`config.mk`:
```
export PLATFORM = sky130hd
export DESIGN_NAME = iep_top
export DESIGN_NICKNAME = d
export VERILOG_FILES = /design/src/shared/iep_pkg.sv /design/src/rtl/iep_prio_enc.sv /design/src/rtl/iep_top.sv
export VERILOG_INCLUDE_DIRS = /design/src /design/src/shared
export SDC_FILE = /design/constraint.sdc
export NUM_CORES = 1
export LEC_CHECK = 0
export CORE_ASPECT_RATIO = 0.75
export CORE_MARGIN = 8
export CORE_UTILIZATION = 60
export CTS_CLUSTER_DIAMETER = 150
export DETAILED_ROUTE_END_ITERATION = 12
export DONT_BUFFER_PORTS = 1
export GPL_ROUTABILITY_DRIVEN = 0
export PLACE_DENSITY_LB_ADDON = 0.25
export SLEW_MARGIN = 20
export SYNTH_ARGS = -nofsm -noshare
export SYNTH_HDL_FRONTEND = slang
export SYNTH_HIERARCHICAL = 1
export SYNTH_SLANG_ARGS = --single-unit
```
`constraint.sdc`:
```
create_clock -name mclk_in -period 15.5 [get_ports mclk_in]
set_input_delay 0.775 -clock mclk_in [delete_from_list [all_inputs] [get_ports mclk_in]]
set_output_delay 0.775 -clock mclk_in [all_outputs]
set_load 0.02 [all_outputs]
```
`src/shared/iep_defs.svh`:
```
// offsets, field positions, reset values and widths of the enable/priority slice
`ifndef IEP_DEFS_SVH
`define IEP_DEFS_SVH

`define IEP_ADDR_W 5
`define IEP_NSRC 7
`define IEP_PRIO_W 3

`define IEP_OFS_ENABLE 5'h00
`define IEP_OFS_PRIO 5'h04
`define IEP_OFS_STATUS 5'h08
`define IEP_OFS_MASK 5'h0C
`define IEP_OFS_SRCPRIO 5'h10
`define IEP_OFS_RTCCTL 5'h14

`define IEP_BIT_IC7 6
`define IEP_BIT_RSVD 5
`define IEP_BIT_INT1 4
`define IEP_BIT_CN 3
`define IEP_BIT_CMP 2
`define IEP_BIT_MI2C 1
`define IEP_BIT_SI2C 0
`define IEP_BIT_RTC_PRIO_LO 8
`define IEP_BIT_RTC_PRIO_HI 10
`define IEP_BIT_RTC_EN 0

`define IEP_SRC_SI2C 0
`define IEP_SRC_MI2C 1
`define IEP_SRC_CMP 2
`define IEP_SRC_CN 3
`define IEP_SRC_INT1 4
`define IEP_SRC_IC7 5
`define IEP_SRC_RTC 6
`define IEP_SRC_RTC_ID 3'h6

`define IEP_RST_EN 1'b0
`define IEP_RST_RTC_PRIO 3'h4
`define IEP_RST_SRC_PRIO 18'h24924
`define IEP_RST_STATUS 7'h00
`define IEP_RST_MASK 7'h00

`endif

```
`src/shared/iep_pkg.sv`:
```
// types shared by the enable/priority slice
`default_nettype none
package iep_pkg;
    typedef enum logic {BUS_IDLE, BUS_ACK} iep_bus_e;

    typedef struct packed {
        iep_bus_e bus;
        logic waitreq;
        logic [31:0] rdata;
        logic en_ic7;
        logic en_int1;
        logic en_cn;
        logic en_cmp;
        logic en_mi2c;
        logic en_si2c;
        logic rtc_en;
        logic [2:0] rtc_prio;
        logic [17:0] src_prio;
        logic [6:0] status;
        logic [6:0] mask;
        logic [6:0] flags_q;
        logic req_valid;
        logic [2:0] req_prio;
        logic [2:0] req_src;
        logic irq;
    } iep_state_s;
endpackage
`default_nettype wire

```
`src/rtl/iep_prio_enc.sv`:
```
// priority pick among eligible interrupt requests
`timescale 1ns/10ps
`default_nettype none
`include "iep_defs.svh"

module iep_prio_enc (
    input wire logic [6:0] req_in,
    input wire logic [20:0] prio_in,
    output logic valid_out,
    output logic [2:0] prio_out,
    output logic [2:0] src_out
);
    logic [2:0] best_p [0:7];
    logic [2:0] best_s [0:7];

    assign best_p[0] = 3'h0;
    assign best_s[0] = 3'h0;

    // strict compare: on equal priority the lower source number keeps the win
    genvar i;
    generate
        for (i = 0; i < `IEP_NSRC; i = i + 1) begin : g_chain
            logic take;
            assign take = req_in[i] && (prio_in[3*i +: 3] > best_p[i]);
            assign best_p[i+1] = take ? prio_in[3*i +: 3] : best_p[i];
            assign best_s[i+1] = take ? 3'(i) : best_s[i];
        end
    endgenerate

    assign valid_out = (best_p[7] != 3'h0);
    assign prio_out = best_p[7];
    assign src_out = best_s[7];
endmodule
`default_nettype wire

```
`src/rtl/iep_top.sv`:
```
// interrupt enable and priority slice with avalon-mm register access
// What this block does
// - an enable bit at one passes its source's request on, at zero it blocks it.
// - the capture channel seven enable sits at bit 6 and external interrupt one at bit 4.
// - the change notification enable sits at bit 3 and the comparator enable at bit 2.
// - the i2c master event enable sits at bit 1 and the i2c slave event enable at bit 0.
// - bit 5 of the enable register reads as zero and ignores writes.
// - the rtc priority is three bits at 10 to 8, seven highest, one lowest, zero disables.
`timescale 1ns/10ps
`default_nettype none
`include "iep_defs.svh"

module iep_top (
    input wire logic mclk_in,
    input wire logic rst_in,
    input wire logic [4:0] avs_address_in,
    input wire logic avs_read_in,
    input wire logic avs_write_in,
    input wire logic [31:0] avs_writedata_in,
    input wire logic [3:0] avs_byteenable_in,
    output logic [31:0] avs_readdata_out,
    output logic avs_waitrequest_out,
    input wire logic [6:0] flags_in,
    output logic req_valid_out,
    output logic [2:0] req_priority_out,
    output logic [2:0] req_source_out,
    output logic irq_out
);
    localparam iep_pkg::iep_state_s RST_STATE = '{
        bus: iep_pkg::BUS_IDLE,
        waitreq: 1'b1,
        rdata: 32'h0,
        en_ic7: `IEP_RST_EN,
        en_int1: `IEP_RST_EN,
        en_cn: `IEP_RST_EN,
        en_cmp: `IEP_RST_EN,
        en_mi2c: `IEP_RST_EN,
        en_si2c: `IEP_RST_EN,
        rtc_en: `IEP_RST_EN,
        rtc_prio: `IEP_RST_RTC_PRIO,
        src_prio: `IEP_RST_SRC_PRIO,
        status: `IEP_RST_STATUS,
        mask: `IEP_RST_MASK,
        flags_q: 7'h0,
        req_valid: 1'b0,
        req_prio: 3'h0,
        req_src: 3'h0,
        irq: 1'b0
    };

    iep_pkg::iep_state_s s;
    iep_pkg::iep_state_s next_s;

    logic [6:0] en_vec;
    logic [20:0] prio_vec;
    logic [6:0] prio_nz;
    logic [6:0] elig;
    logic [6:0] rise;
    logic [6:0] clr;
    logic [31:0] rd_mux;
    logic commit_wr;
    logic enc_valid;
    logic [2:0] enc_prio;
    logic [2:0] enc_src;

    // per-source enable vector, indexed by source number
    always_comb begin
        en_vec = 7'h0;
        en_vec[`IEP_SRC_SI2C] = s.en_si2c;
        en_vec[`IEP_SRC_MI2C] = s.en_mi2c;
        en_vec[`IEP_SRC_CMP] = s.en_cmp;
        en_vec[`IEP_SRC_CN] = s.en_cn;
        en_vec[`IEP_SRC_INT1] = s.en_int1;
        en_vec[`IEP_SRC_IC7] = s.en_ic7;
        en_vec[`IEP_SRC_RTC] = s.rtc_en;
    end

    assign prio_vec = {s.rtc_prio, s.src_prio};

    // a zero priority code takes the source out of arbitration
    genvar k;
    generate
        for (k = 0; k < `IEP_NSRC; k = k + 1) begin : g_nz
            assign prio_nz[k] = (prio_vec[3*k +: 3] != 3'h0);
        end
    endgenerate

    // a source reaches the encoder only while its flag, its enable and a nonzero priority are all set
    assign elig = flags_in & en_vec & prio_nz;

    iep_prio_enc u_enc (
        .req_in(elig),
        .prio_in(prio_vec),
        .valid_out(enc_valid),
        .prio_out(enc_prio),
        .src_out(enc_src)
    );

    // writes land only on the edge where the master sees waitrequest low
    assign commit_wr = avs_write_in && !s.waitreq && (s.bus == iep_pkg::BUS_ACK);

    assign rise = flags_in & ~s.flags_q;
    assign clr = (commit_wr && avs_address_in == `IEP_OFS_STATUS && avs_byteenable_in[0])
        ? avs_writedata_in[6:0] : 7'h0;

    // read mux: unmapped offsets and unimplemented bits read as zero
    always_comb begin
        rd_mux = 32'h0;
        case (avs_address_in)
            `IEP_OFS_ENABLE: begin
                rd_mux[`IEP_BIT_IC7] = s.en_ic7;
                rd_mux[`IEP_BIT_INT1] = s.en_int1;
                rd_mux[`IEP_BIT_CN] = s.en_cn;
                rd_mux[`IEP_BIT_CMP] = s.en_cmp;
                rd_mux[`IEP_BIT_MI2C] = s.en_mi2c;
                rd_mux[`IEP_BIT_SI2C] = s.en_si2c;
                rd_mux[`IEP_BIT_RSVD] = 1'b0;
            end
            `IEP_OFS_PRIO: begin
                rd_mux[`IEP_BIT_RTC_PRIO_HI:`IEP_BIT_RTC_PRIO_LO] = s.rtc_prio;
            end
            `IEP_OFS_STATUS: begin
                rd_mux[6:0] = s.status;
            end
            `IEP_OFS_MASK: begin
                rd_mux[6:0] = s.mask;
            end
            `IEP_OFS_SRCPRIO: begin
                rd_mux[17:0] = s.src_prio;
            end
            `IEP_OFS_RTCCTL: begin
                rd_mux[`IEP_BIT_RTC_EN] = s.rtc_en;
            end
            default: begin
                rd_mux = 32'h0;
            end
        endcase
    end

    always_comb begin
        next_s = s;
        next_s.flags_q = flags_in;

        // bus handshake: one wait cycle, then a single cycle with waitrequest low
        case (s.bus)
            iep_pkg::BUS_IDLE: begin
                next_s.waitreq = 1'b1;
                if (avs_read_in || avs_write_in) begin
                    next_s.bus = iep_pkg::BUS_ACK;
                    next_s.waitreq = 1'b0;
                    next_s.rdata = avs_read_in ? rd_mux : 32'h0;
                end
            end
            iep_pkg::BUS_ACK: begin
                next_s.bus = iep_pkg::BUS_IDLE;
                next_s.waitreq = 1'b1;
            end
            default: begin
                next_s.bus = iep_pkg::BUS_IDLE;
                next_s.waitreq = 1'b1;
            end
        endcase

        if (commit_wr) begin
            case (avs_address_in)
                `IEP_OFS_ENABLE: begin
                    // bit 5 has no storage, so a write there simply falls away
                    if (avs_byteenable_in[0]) begin
                        next_s.en_ic7 = avs_writedata_in[`IEP_BIT_IC7];
                        next_s.en_int1 = avs_writedata_in[`IEP_BIT_INT1];
                        next_s.en_cn = avs_writedata_in[`IEP_BIT_CN];
                        next_s.en_cmp = avs_writedata_in[`IEP_BIT_CMP];
                        next_s.en_mi2c = avs_writedata_in[`IEP_BIT_MI2C];
                        next_s.en_si2c = avs_writedata_in[`IEP_BIT_SI2C];
                    end
                end
                `IEP_OFS_PRIO: begin
                    if (avs_byteenable_in[1]) begin
                        next_s.rtc_prio =
                            avs_writedata_in[`IEP_BIT_RTC_PRIO_HI:`IEP_BIT_RTC_PRIO_LO];
                    end
                end
                `IEP_OFS_MASK: begin
                    if (avs_byteenable_in[0]) begin
                        next_s.mask = avs_writedata_in[6:0];
                    end
                end
                `IEP_OFS_SRCPRIO: begin
                    if (avs_byteenable_in[0]) begin
                        next_s.src_prio[7:0] = avs_writedata_in[7:0];
                    end
                    if (avs_byteenable_in[1]) begin
                        next_s.src_prio[15:8] = avs_writedata_in[15:8];
                    end
                    if (avs_byteenable_in[2]) begin
                        next_s.src_prio[17:16] = avs_writedata_in[17:16];
                    end
                end
                `IEP_OFS_RTCCTL: begin
                    if (avs_byteenable_in[0]) begin
                        next_s.rtc_en = avs_writedata_in[`IEP_BIT_RTC_EN];
                    end
                end
                default: begin
                    next_s.rtc_en = s.rtc_en;
                end
            endcase
        end

        // a flag edge in the same cycle as its clear keeps the bit set
        next_s.status = (s.status & ~clr) | rise;
        next_s.irq = |(next_s.status & next_s.mask);

        next_s.req_valid = enc_valid;
        next_s.req_prio = enc_prio;
        next_s.req_src = enc_src;
    end

    always_ff @(posedge mclk_in) begin
        if (rst_in) begin
            s <= RST_STATE;
        end else begin
            s <= next_s;
        end
    end

    assign avs_readdata_out = s.rdata;
    assign avs_waitrequest_out = s.waitreq;
    assign req_valid_out = s.req_valid;
    assign req_priority_out = s.req_prio;
    assign req_source_out = s.req_src;
    assign irq_out = s.irq;

    bus_ack_bound_a: assert property (@(posedge mclk_in) disable iff (rst_in)
        ((avs_read_in || avs_write_in) && avs_waitrequest_out) |-> ##[1:2] !avs_waitrequest_out)
        else $error("bus request not answered in two cycles");

    enable_pass_a: assert property (@(posedge mclk_in) disable iff (rst_in)
        (|elig) |=> req_valid_out)
        else $error("enabled request with priority did not reach the core");

    enable_block_a: assert property (@(posedge mclk_in) disable iff (rst_in)
        !(|(flags_in & en_vec & prio_nz)) |=> !req_valid_out)
        else $error("request presented without enable and priority");

    ic7_int1_pos_a: assert property (@(posedge mclk_in) disable iff (rst_in)
        (commit_wr && avs_address_in == `IEP_OFS_ENABLE && avs_byteenable_in[0]) |=>
        (s.en_ic7 == $past(avs_writedata_in[6]) && s.en_int1 == $past(avs_writedata_in[4])))
        else $error("capture or external enable not at its bit");

    cn_cmp_pos_a: assert property (@(posedge mclk_in) disable iff (rst_in)
        (commit_wr && avs_address_in == `IEP_OFS_ENABLE && avs_byteenable_in[0]) |=>
        (s.en_cn == $past(avs_writedata_in[3]) && s.en_cmp == $past(avs_writedata_in[2])))
        else $error("change notify or comparator enable not at its bit");

    i2c_pos_a: assert property (@(posedge mclk_in) disable iff (rst_in)
        (commit_wr && avs_address_in == `IEP_OFS_ENABLE && avs_byteenable_in[0]) |=>
        (s.en_mi2c == $past(avs_writedata_in[1]) && s.en_si2c == $past(avs_writedata_in[0])))
        else $error("i2c enable not at its bit");

    rsvd_zero_a: assert property (@(posedge mclk_in) disable iff (rst_in)
        (avs_read_in && s.bus == iep_pkg::BUS_IDLE && avs_address_in == `IEP_OFS_ENABLE) |=>
        (avs_readdata_out[5] == 1'b0 && avs_readdata_out[31:7] == 25'h0))
        else $error("unimplemented enable bits read nonzero");

    rtc_prio_wr_a: assert property (@(posedge mclk_in) disable iff (rst_in)
        (commit_wr && avs_address_in == `IEP_OFS_PRIO && avs_byteenable_in[1]) |=>
        s.rtc_prio == $past(avs_writedata_in[10:8]))
        else $error("rtc priority not taken from bits 10 to 8");

    rtc_off_a: assert property (@(posedge mclk_in) disable iff (rst_in)
        (s.rtc_prio == 3'h0) |=> !(req_valid_out && req_source_out == `IEP_SRC_RTC_ID))
        else $error("rtc request passed with priority zero");

    // the winner is indexed by its own source number into last cycle's priorities
    win_prio_a: assert property (@(posedge mclk_in) disable iff (rst_in)
        req_valid_out |-> (req_priority_out != 3'h0 &&
        req_priority_out == 3'($past(prio_vec) >> (3 * req_source_out)) &&
        (($past(elig) >> req_source_out) & 7'h01) != 7'h00))
        else $error("winning request priority mismatch");

    irq_level_a: assert property (@(posedge mclk_in) disable iff (rst_in)
        (|(flags_in & ~s.flags_q & s.mask)) |=> irq_out)
        else $error("unmasked event did not raise the interrupt");
endmodule
`default_nettype wire

```
# --- Word-level counts from Yosys, hierarchy flattened ---
# Cells that the tools add are included.
word_totals:
  reg_bits: 91
  in_bits: 52
  elab_cells: 99
op_classes:
  magnitude_cmp: 7
  eq_ne: 5
  n_mux: 25
  bitwise: 9
  n_reduce_logical: 31
ops:
  columns: ["cell", "n"]
  rows:
  - ["$mux W3", 12]
  - ["$and A7 B7 Y7", 5]
  - ["$mux W7", 5]
  - ["$mux W34", 1]
  - ["$pmux W6 S4", 1]
  - ["$reduce_bool A3 Y1", 8]
  - ["$gt A3 B3 Y1", 6]
  - ["$mux W18", 1]
  - ["$reduce_and A3 Y1", 6]
  - ["$not A7 Y7", 2]
  - ["$logic_and A1 B1 Y1", 11]
  - ["$eq A5 B4 Y1 const B", 2]
  - ["$eq A5 B5 Y1 const B", 2]
  - ["$or A7 B7 Y7", 1]
  - ["$reduce_or A7 Y1", 1]
  - ["$pmux W3 S2", 1]
  - ["$eq A5 B3 Y1 const B", 1]
  - ["$logic_not A5 Y1", 1]
  - ["$pmux W1 S5", 1]
  - ["$pmux W2 S2", 1]
  - ["$gt A3 B1 Y1 const B", 1]
  - ["$mux W1", 2]
  - ["$reduce_and A2 Y1", 1]
  - ["$reduce_or A2 Y1", 1]
  - ["3 further kinds", 3]

# --- Depth between registers and ports, before layout ---
logic_depth:
  ltp_word: 23
  mapped_depth: 47

# --- Cells and area by module ---
# Netlist, hierarchy kept.
modules_own_cells:
  columns: ["mod", "n_inst", "cells_per_inst", "area_per_inst_um2"]
  rows:
  - ["iep_top", 1, 352, 3284.4]
  - ["iep_prio_enc", 1, 127, 884.6]

# --- Worst setup path before layout ---
# Ideal clock, no wire load.
synth_timing:
  path_kind: "input to register"
  startpoint: "input flags_in[0]"
  endpoint: "register s, in the netlist req_valid_out"
  arrival_ns: 8.367
  t_required_ns: 15.372
  path_slack_ns: 7.005
  path_stages: 45
  n_path_buf: 0
  path_cell_list: "o311a_1 nand2_1 ha_1 nor2b_4 o31ai_1 nor2_1 mux2_2 ha_1 nor2_1 o211ai_1 o21ai_1 and3_1 nor2_1 ha_1 nor2_1 o21ai_0 a21oi_1 o22ai_1 [9 not listed] a31o_4 mux2i_2 inv_1 ha_1 a21oi_1 maj3_1 nand2_2 o221ai_1 o21ai_1 ha_1 nand3_1 nand2_1 a21oi_1 inv_1 mux2_2 a221oi_2 o211ai_1 nor2b_1"
synth_between:
  elab_chain_len: 23
synth_lines:
  columns: ["item", "line_no", "text"]
  rows:
  - ["start: declaration", "iep_top.sv:23", "input wire logic [6:0] flags_in,"]
  - ["$and A7 B7 Y7 * (2 in series)", "iep_top.sv:89", "assign elig = flags_in & en_vec & prio_nz;"]
  - ["$logic_and A1 B1 Y1 *", "iep_prio_enc.sv:24", "assign take = req_in[i] && (prio_in[3*i +: 3] > best_p[i]);"]
  - ["$mux W3 *", "iep_prio_enc.sv:25", "assign best_p[i+1] = take ? prio_in[3*i +: 3] : best_p[i];"]
  - ["$gt A3 B3 Y1", "iep_prio_enc.sv:24", null]
  - ["$logic_and A1 B1 Y1", "iep_prio_enc.sv:24", null]
  - ["$mux W3 *", "iep_prio_enc.sv:25", null]
  - ["$gt A3 B3 Y1", "iep_prio_enc.sv:24", null]
  - ["$logic_and A1 B1 Y1", "iep_prio_enc.sv:24", null]
  - ["[8 not listed]", null, null]
  - ["$logic_and A1 B1 Y1", "iep_prio_enc.sv:24", null]
  - ["$mux W3 *", "iep_prio_enc.sv:25", null]
  - ["$gt A3 B3 Y1", "iep_prio_enc.sv:24", null]
  - ["$logic_and A1 B1 Y1", "iep_prio_enc.sv:24", null]
  - ["$mux W3 *", "iep_prio_enc.sv:25", null]
  - ["named net enc_prio[2]", "iep_top.sv:63", "logic [2:0] enc_prio;"]
  - ["$reduce_bool A3 Y1 *", "iep_prio_enc.sv:30", "assign valid_out = (best_p[7] != 3'h0);"]
  - ["named net enc_valid", "iep_top.sv:62", "logic enc_valid;"]
  - ["end signal: assignment", "iep_top.sv:223", "s <= next_s;"]
  - ["end: declaration", "iep_top.sv:51", "iep_pkg::iep_state_s s;"]
# The timed path passes the listed nets; every way through them passes the cells marked *.
# A chain may end at the register's enable or synchronous reset.

# --- Worst setup path in the final report ---
layout_timing:
  startpoint: "register s, in the netlist prio_vec[1]"
  endpoint: "register s, in the netlist req_valid_out"
layout_between:
  elab_chain_len: 23
layout_lines:
  columns: ["item", "line_no", "text"]
  rows:
  - ["$reduce_bool A3 Y1 *", "iep_top.sv:84", "assign prio_nz[k] = (prio_vec[3*k +: 3] != 3'h0);"]
  - ["$and A7 B7 Y7 *", "iep_top.sv:89", null]
  - ["named net elig[0]", "iep_top.sv:57", "logic [6:0] elig;"]
  - ["$logic_and A1 B1 Y1 *", "iep_prio_enc.sv:24", null]
  - ["$mux W3 *", "iep_prio_enc.sv:25", null]
  - ["$gt A3 B3 Y1", "iep_prio_enc.sv:24", null]
  - ["$logic_and A1 B1 Y1", "iep_prio_enc.sv:24", null]
  - ["$mux W3 *", "iep_prio_enc.sv:25", null]
  - ["[10 not listed]", null, null]
  - ["$logic_and A1 B1 Y1", "iep_prio_enc.sv:24", null]
  - ["$mux W3 *", "iep_prio_enc.sv:25", null]
  - ["$gt A3 B3 Y1", "iep_prio_enc.sv:24", null]
  - ["$logic_and A1 B1 Y1", "iep_prio_enc.sv:24", null]
  - ["$mux W3 *", "iep_prio_enc.sv:25", null]
  - ["named net enc_prio[2]", "iep_top.sv:63", null]
  - ["$reduce_bool A3 Y1 *", "iep_prio_enc.sv:30", null]
  - ["named net enc_valid", "iep_top.sv:62", null]
# Marked as above.

==> summary.md <==
| Metric | Value |
|---|---|
| CP startpoint kind | flip-flop |
| Power per cell area | 89.9 nW/µm² |
| Critical path type | reg -> reg |
| Layout cells sized above 1 | 0.0963 |
| Final Max Slew Viols | 0 |
| DRT Wirelength | 10.3 mm |
| DP Cell Count | 525 |
| Site row count | 26 |
| Synth cell types | 63 |
| Mapped cell area | 4170 µm² |
| Final Cycle Share | 0.605 |
| Crit path required time | 15.75 ns |
| Number of synthesized flops with an enable pin | 0 |
| DRC | 0 |
| Worst slack at placement | 5.91 ns |
| Initial antenna violation count | 0 |
| Least-Margin Pin Slew | 1.07 ns |
| DP Area | 3990 µm² |
| Post-CTS Hold Fix Bufs | 0 |
| CP Capture Type | flip-flop |
| Drt via density | 6.28 |
| Chip width | 112 µm |
| Global Route Usage Sum | 0.210 |
| Die ar. | 9900 µm² |
| Initial DRC count | 253 |
| Num CTS Buffers | 9 |
| Syn_area_per_cell | 8.70 µm² |
| Clock Skews | 0.0142 ns |
| Non-Filler Instances | 541 |
| CP peak stage delay | 0.44 ns |
| Wire per inst | 19.0 µm |
| Final Setup Violations | 0 |
| Commonest non-fill, non-tap cells in the layout | dfxtp_1 (77), nor2_1 (60), nand2_1 (44), mux2i_1 (33), inv_1 (24) |
| # Post-CTS Setup Buffers | 0 |
| CTS tree | built |
| Starting Density | 0.616 |
| I/O Pins | 93 |
| TritonRoute pass-1 iters | 5 |
| Post-layout worst setup margin | 6.12 ns |
| Post-synthesis sequential area ratio | 0.370 |
| Hold Path Class | in -> reg |
| Crit path top cell by count | ha_1 |
| Port buffer count | 0 |
| Number of clock sinks | 77 |
| P&R area growth vs syn | 0.870% |
| Register bit total from synthesis | 77 |
| Cells after synthesis | 479 |
| Core ar. | 6770 µm² |
| Maximum clock path buffer count | 2 |
| Critical path arrival | 9.63 ns |
| Post-route cell area | 4210 µm² |
| Nets@finish | 515 |
| Synth async-reset ratio | 0 |
| DP HPWL | 7.83 mm |
| Antenna Violating Nets Remaining | 0 |
| Max_cap viols | 0 |
| Aggregate global routing overflow | 0 |
| CTS Root Cell | clkbuf_8 |
| First-pass GRT wire length | 16.5 mm |
| Post_cts resized | 0 |
| Pleak | 1.79 nW |
| Max VDD drop | 0.0907 mV |
| Count of final hold-check violations | 0 |
| Setup TNS Final | 0 ns |
| Outcome | complete, no violations |
| PnR Total Power | 0.378 mW |
| Skew-Pair Late Insertion Delay | 0.36 ns |
| Vias in the first global route | 3221 |
| Most common cell after layout, fill and taps aside | dfxtp_1 |
| Filler cells | 585 |
| CP max FO | 8 |
| Synth Flop Type | dfxtp_1 |
| Largest net degree at the start of global routing | 67 |
| Yosys warns | 6 |
| Max frequency | 107 MHz |
| CTS H-Tree Depth | 3 |
| ANT cells | 0 |
| Max stage delay cell, worst path | a21oi_1 |
| Die height | 88.2 µm |
| Fin crit period | 9.38 ns |
| RSZ-0062 raised after global routing | no |
| Clock transition at path regs | 0.10 ns |
| Via count | 3399 |
| Rel. slew slack | 0.281 |
critical path, delay by kind of cell, from the launching register on:
| kind | cells | cell delay, ns |
|---|---|---|
| compound gates | 17 | 3.44 |
| fa+ha+maj | 7 | 2.00 |
| buf+inv | 2 | 0.30 |
| flops | 1 | 0.36 |
| mux | 3 | 0.92 |
| simple gates | 16 | 2.24 |
stage by stage:
step | utilization | hold WS [ns]
5_1_grt | 0.621 | 0.452
2_1_floorplan | - | 0.432
3_5_place_dp | 0.590 | 0.503
3_3_place_gp | 0.590 | 0.492
4_1_cts | 0.621 | 0.468
6_report | 0.621 | 0.477
Yosys cell counts, drive strengths merged, types with 2 or more instances:
master | instances | area, µm²
o31ai | 2 | 28.8
o22ai | 7 | 43.8
a31o | 7 | 70.1
a21oi | 24 | 124
o21a | 4 | 30.0
nor2 | 60 | 225
mux2i | 34 | 344
and2 | 8 | 51.3
o211ai | 5 | 37.5
ha | 11 | 138
nand2b | 2 | 12.5
nand4 | 4 | 25.0
a2bb2oi | 2 | 17.5
a32oi | 8 | 70.1
inv | 24 | 90.1
nor3 | 3 | 15.0
maj3 | 2 | 21.3
clkbuf | 12 | 45.0
and3 | 6 | 43.8
mux2 | 4 | 48.8
a21o | 3 | 22.5
a222oi | 4 | 40.0
a22o | 3 | 26.3
buf | 40 | 295
a22oi | 9 | 67.6
nand2 | 46 | 178
o311a | 7 | 70.1
a221oi | 2 | 30.0
o21ai | 11 | 55.1
nand3 | 16 | 92.6
dfxtp | 77 | 1540
nor2b | 16 | 108
logic make-up after synthesis:
group / after synthesis / share of synthesized area
AND/OR/NAND/NOR: 166 / 0.194
multiplexers: 38 / 0.0942
other: 1 / 0.000899
flip-flops: 77 / 0.370
adder cells (fa/ha/maj): 13 / 0.0381
AO/OA/AOI/OAI: 108 / 0.200
buffers and inverters: 76 / 0.103
report_power, final:
group	total (mW)	switching, mW	internal [mW]
combinational	0.0152	0.0106	0.00464
clock	0.160	0.0818	0.0782
sequential	0.203	0.00224	0.201
worst paths after layout:
kind | start | end | slack, ns | cells past startpoint
worst max register to register | prio_vec[1] | req_valid_out | 6.12 | 45
worst min-delay path | rst_in | avs_readdata_out[7] | 0.48 | 1
worst min register to register | s[15] | s[15] | 0.53 | 2
worst max-delay path | prio_vec[1] | req_valid_out | 6.12 | 45
metal layers:
| layer | wire length (µm) | global-route usage | part of all wire | vias up |
|---|---|---|---|---|
| met4 | 192 | 0.0756 | 0.019 | 0 |
| li1 | - | - | - | 1612 |
| met2 | 4290 | 0.322 | 0.42 | 169 |
| met3 | 1140 | 0.0826 | 0.11 | 16 |
| met1 | 4690 | 0.265 | 0.46 | 1602 |
| met5 | 0 | 0 | 0 | - |
sequential cells by signal, indices dropped and copies added (netlist names):
register	cells
irq_out	1
req_source_out	3
avs_waitrequest_out	1
req_priority_out	3
s	22
avs_readdata_out	18
req_valid_out	1
en_vec	7
prio_vec	21
cell type report:
cell class	instances	area [µm²]	area share
clock buffer	9	124	0.0295
clock inverter	7	91.3	0.0217
inverter	24	90.1	0.0214
multi-input combinational	339	2250	0.534
sequential	77	1540	0.367
tap	84	105	0.0250
timing repair buffer	1	7.51	0.00179
Note: power is estimated with default switching activity, not from simulation.
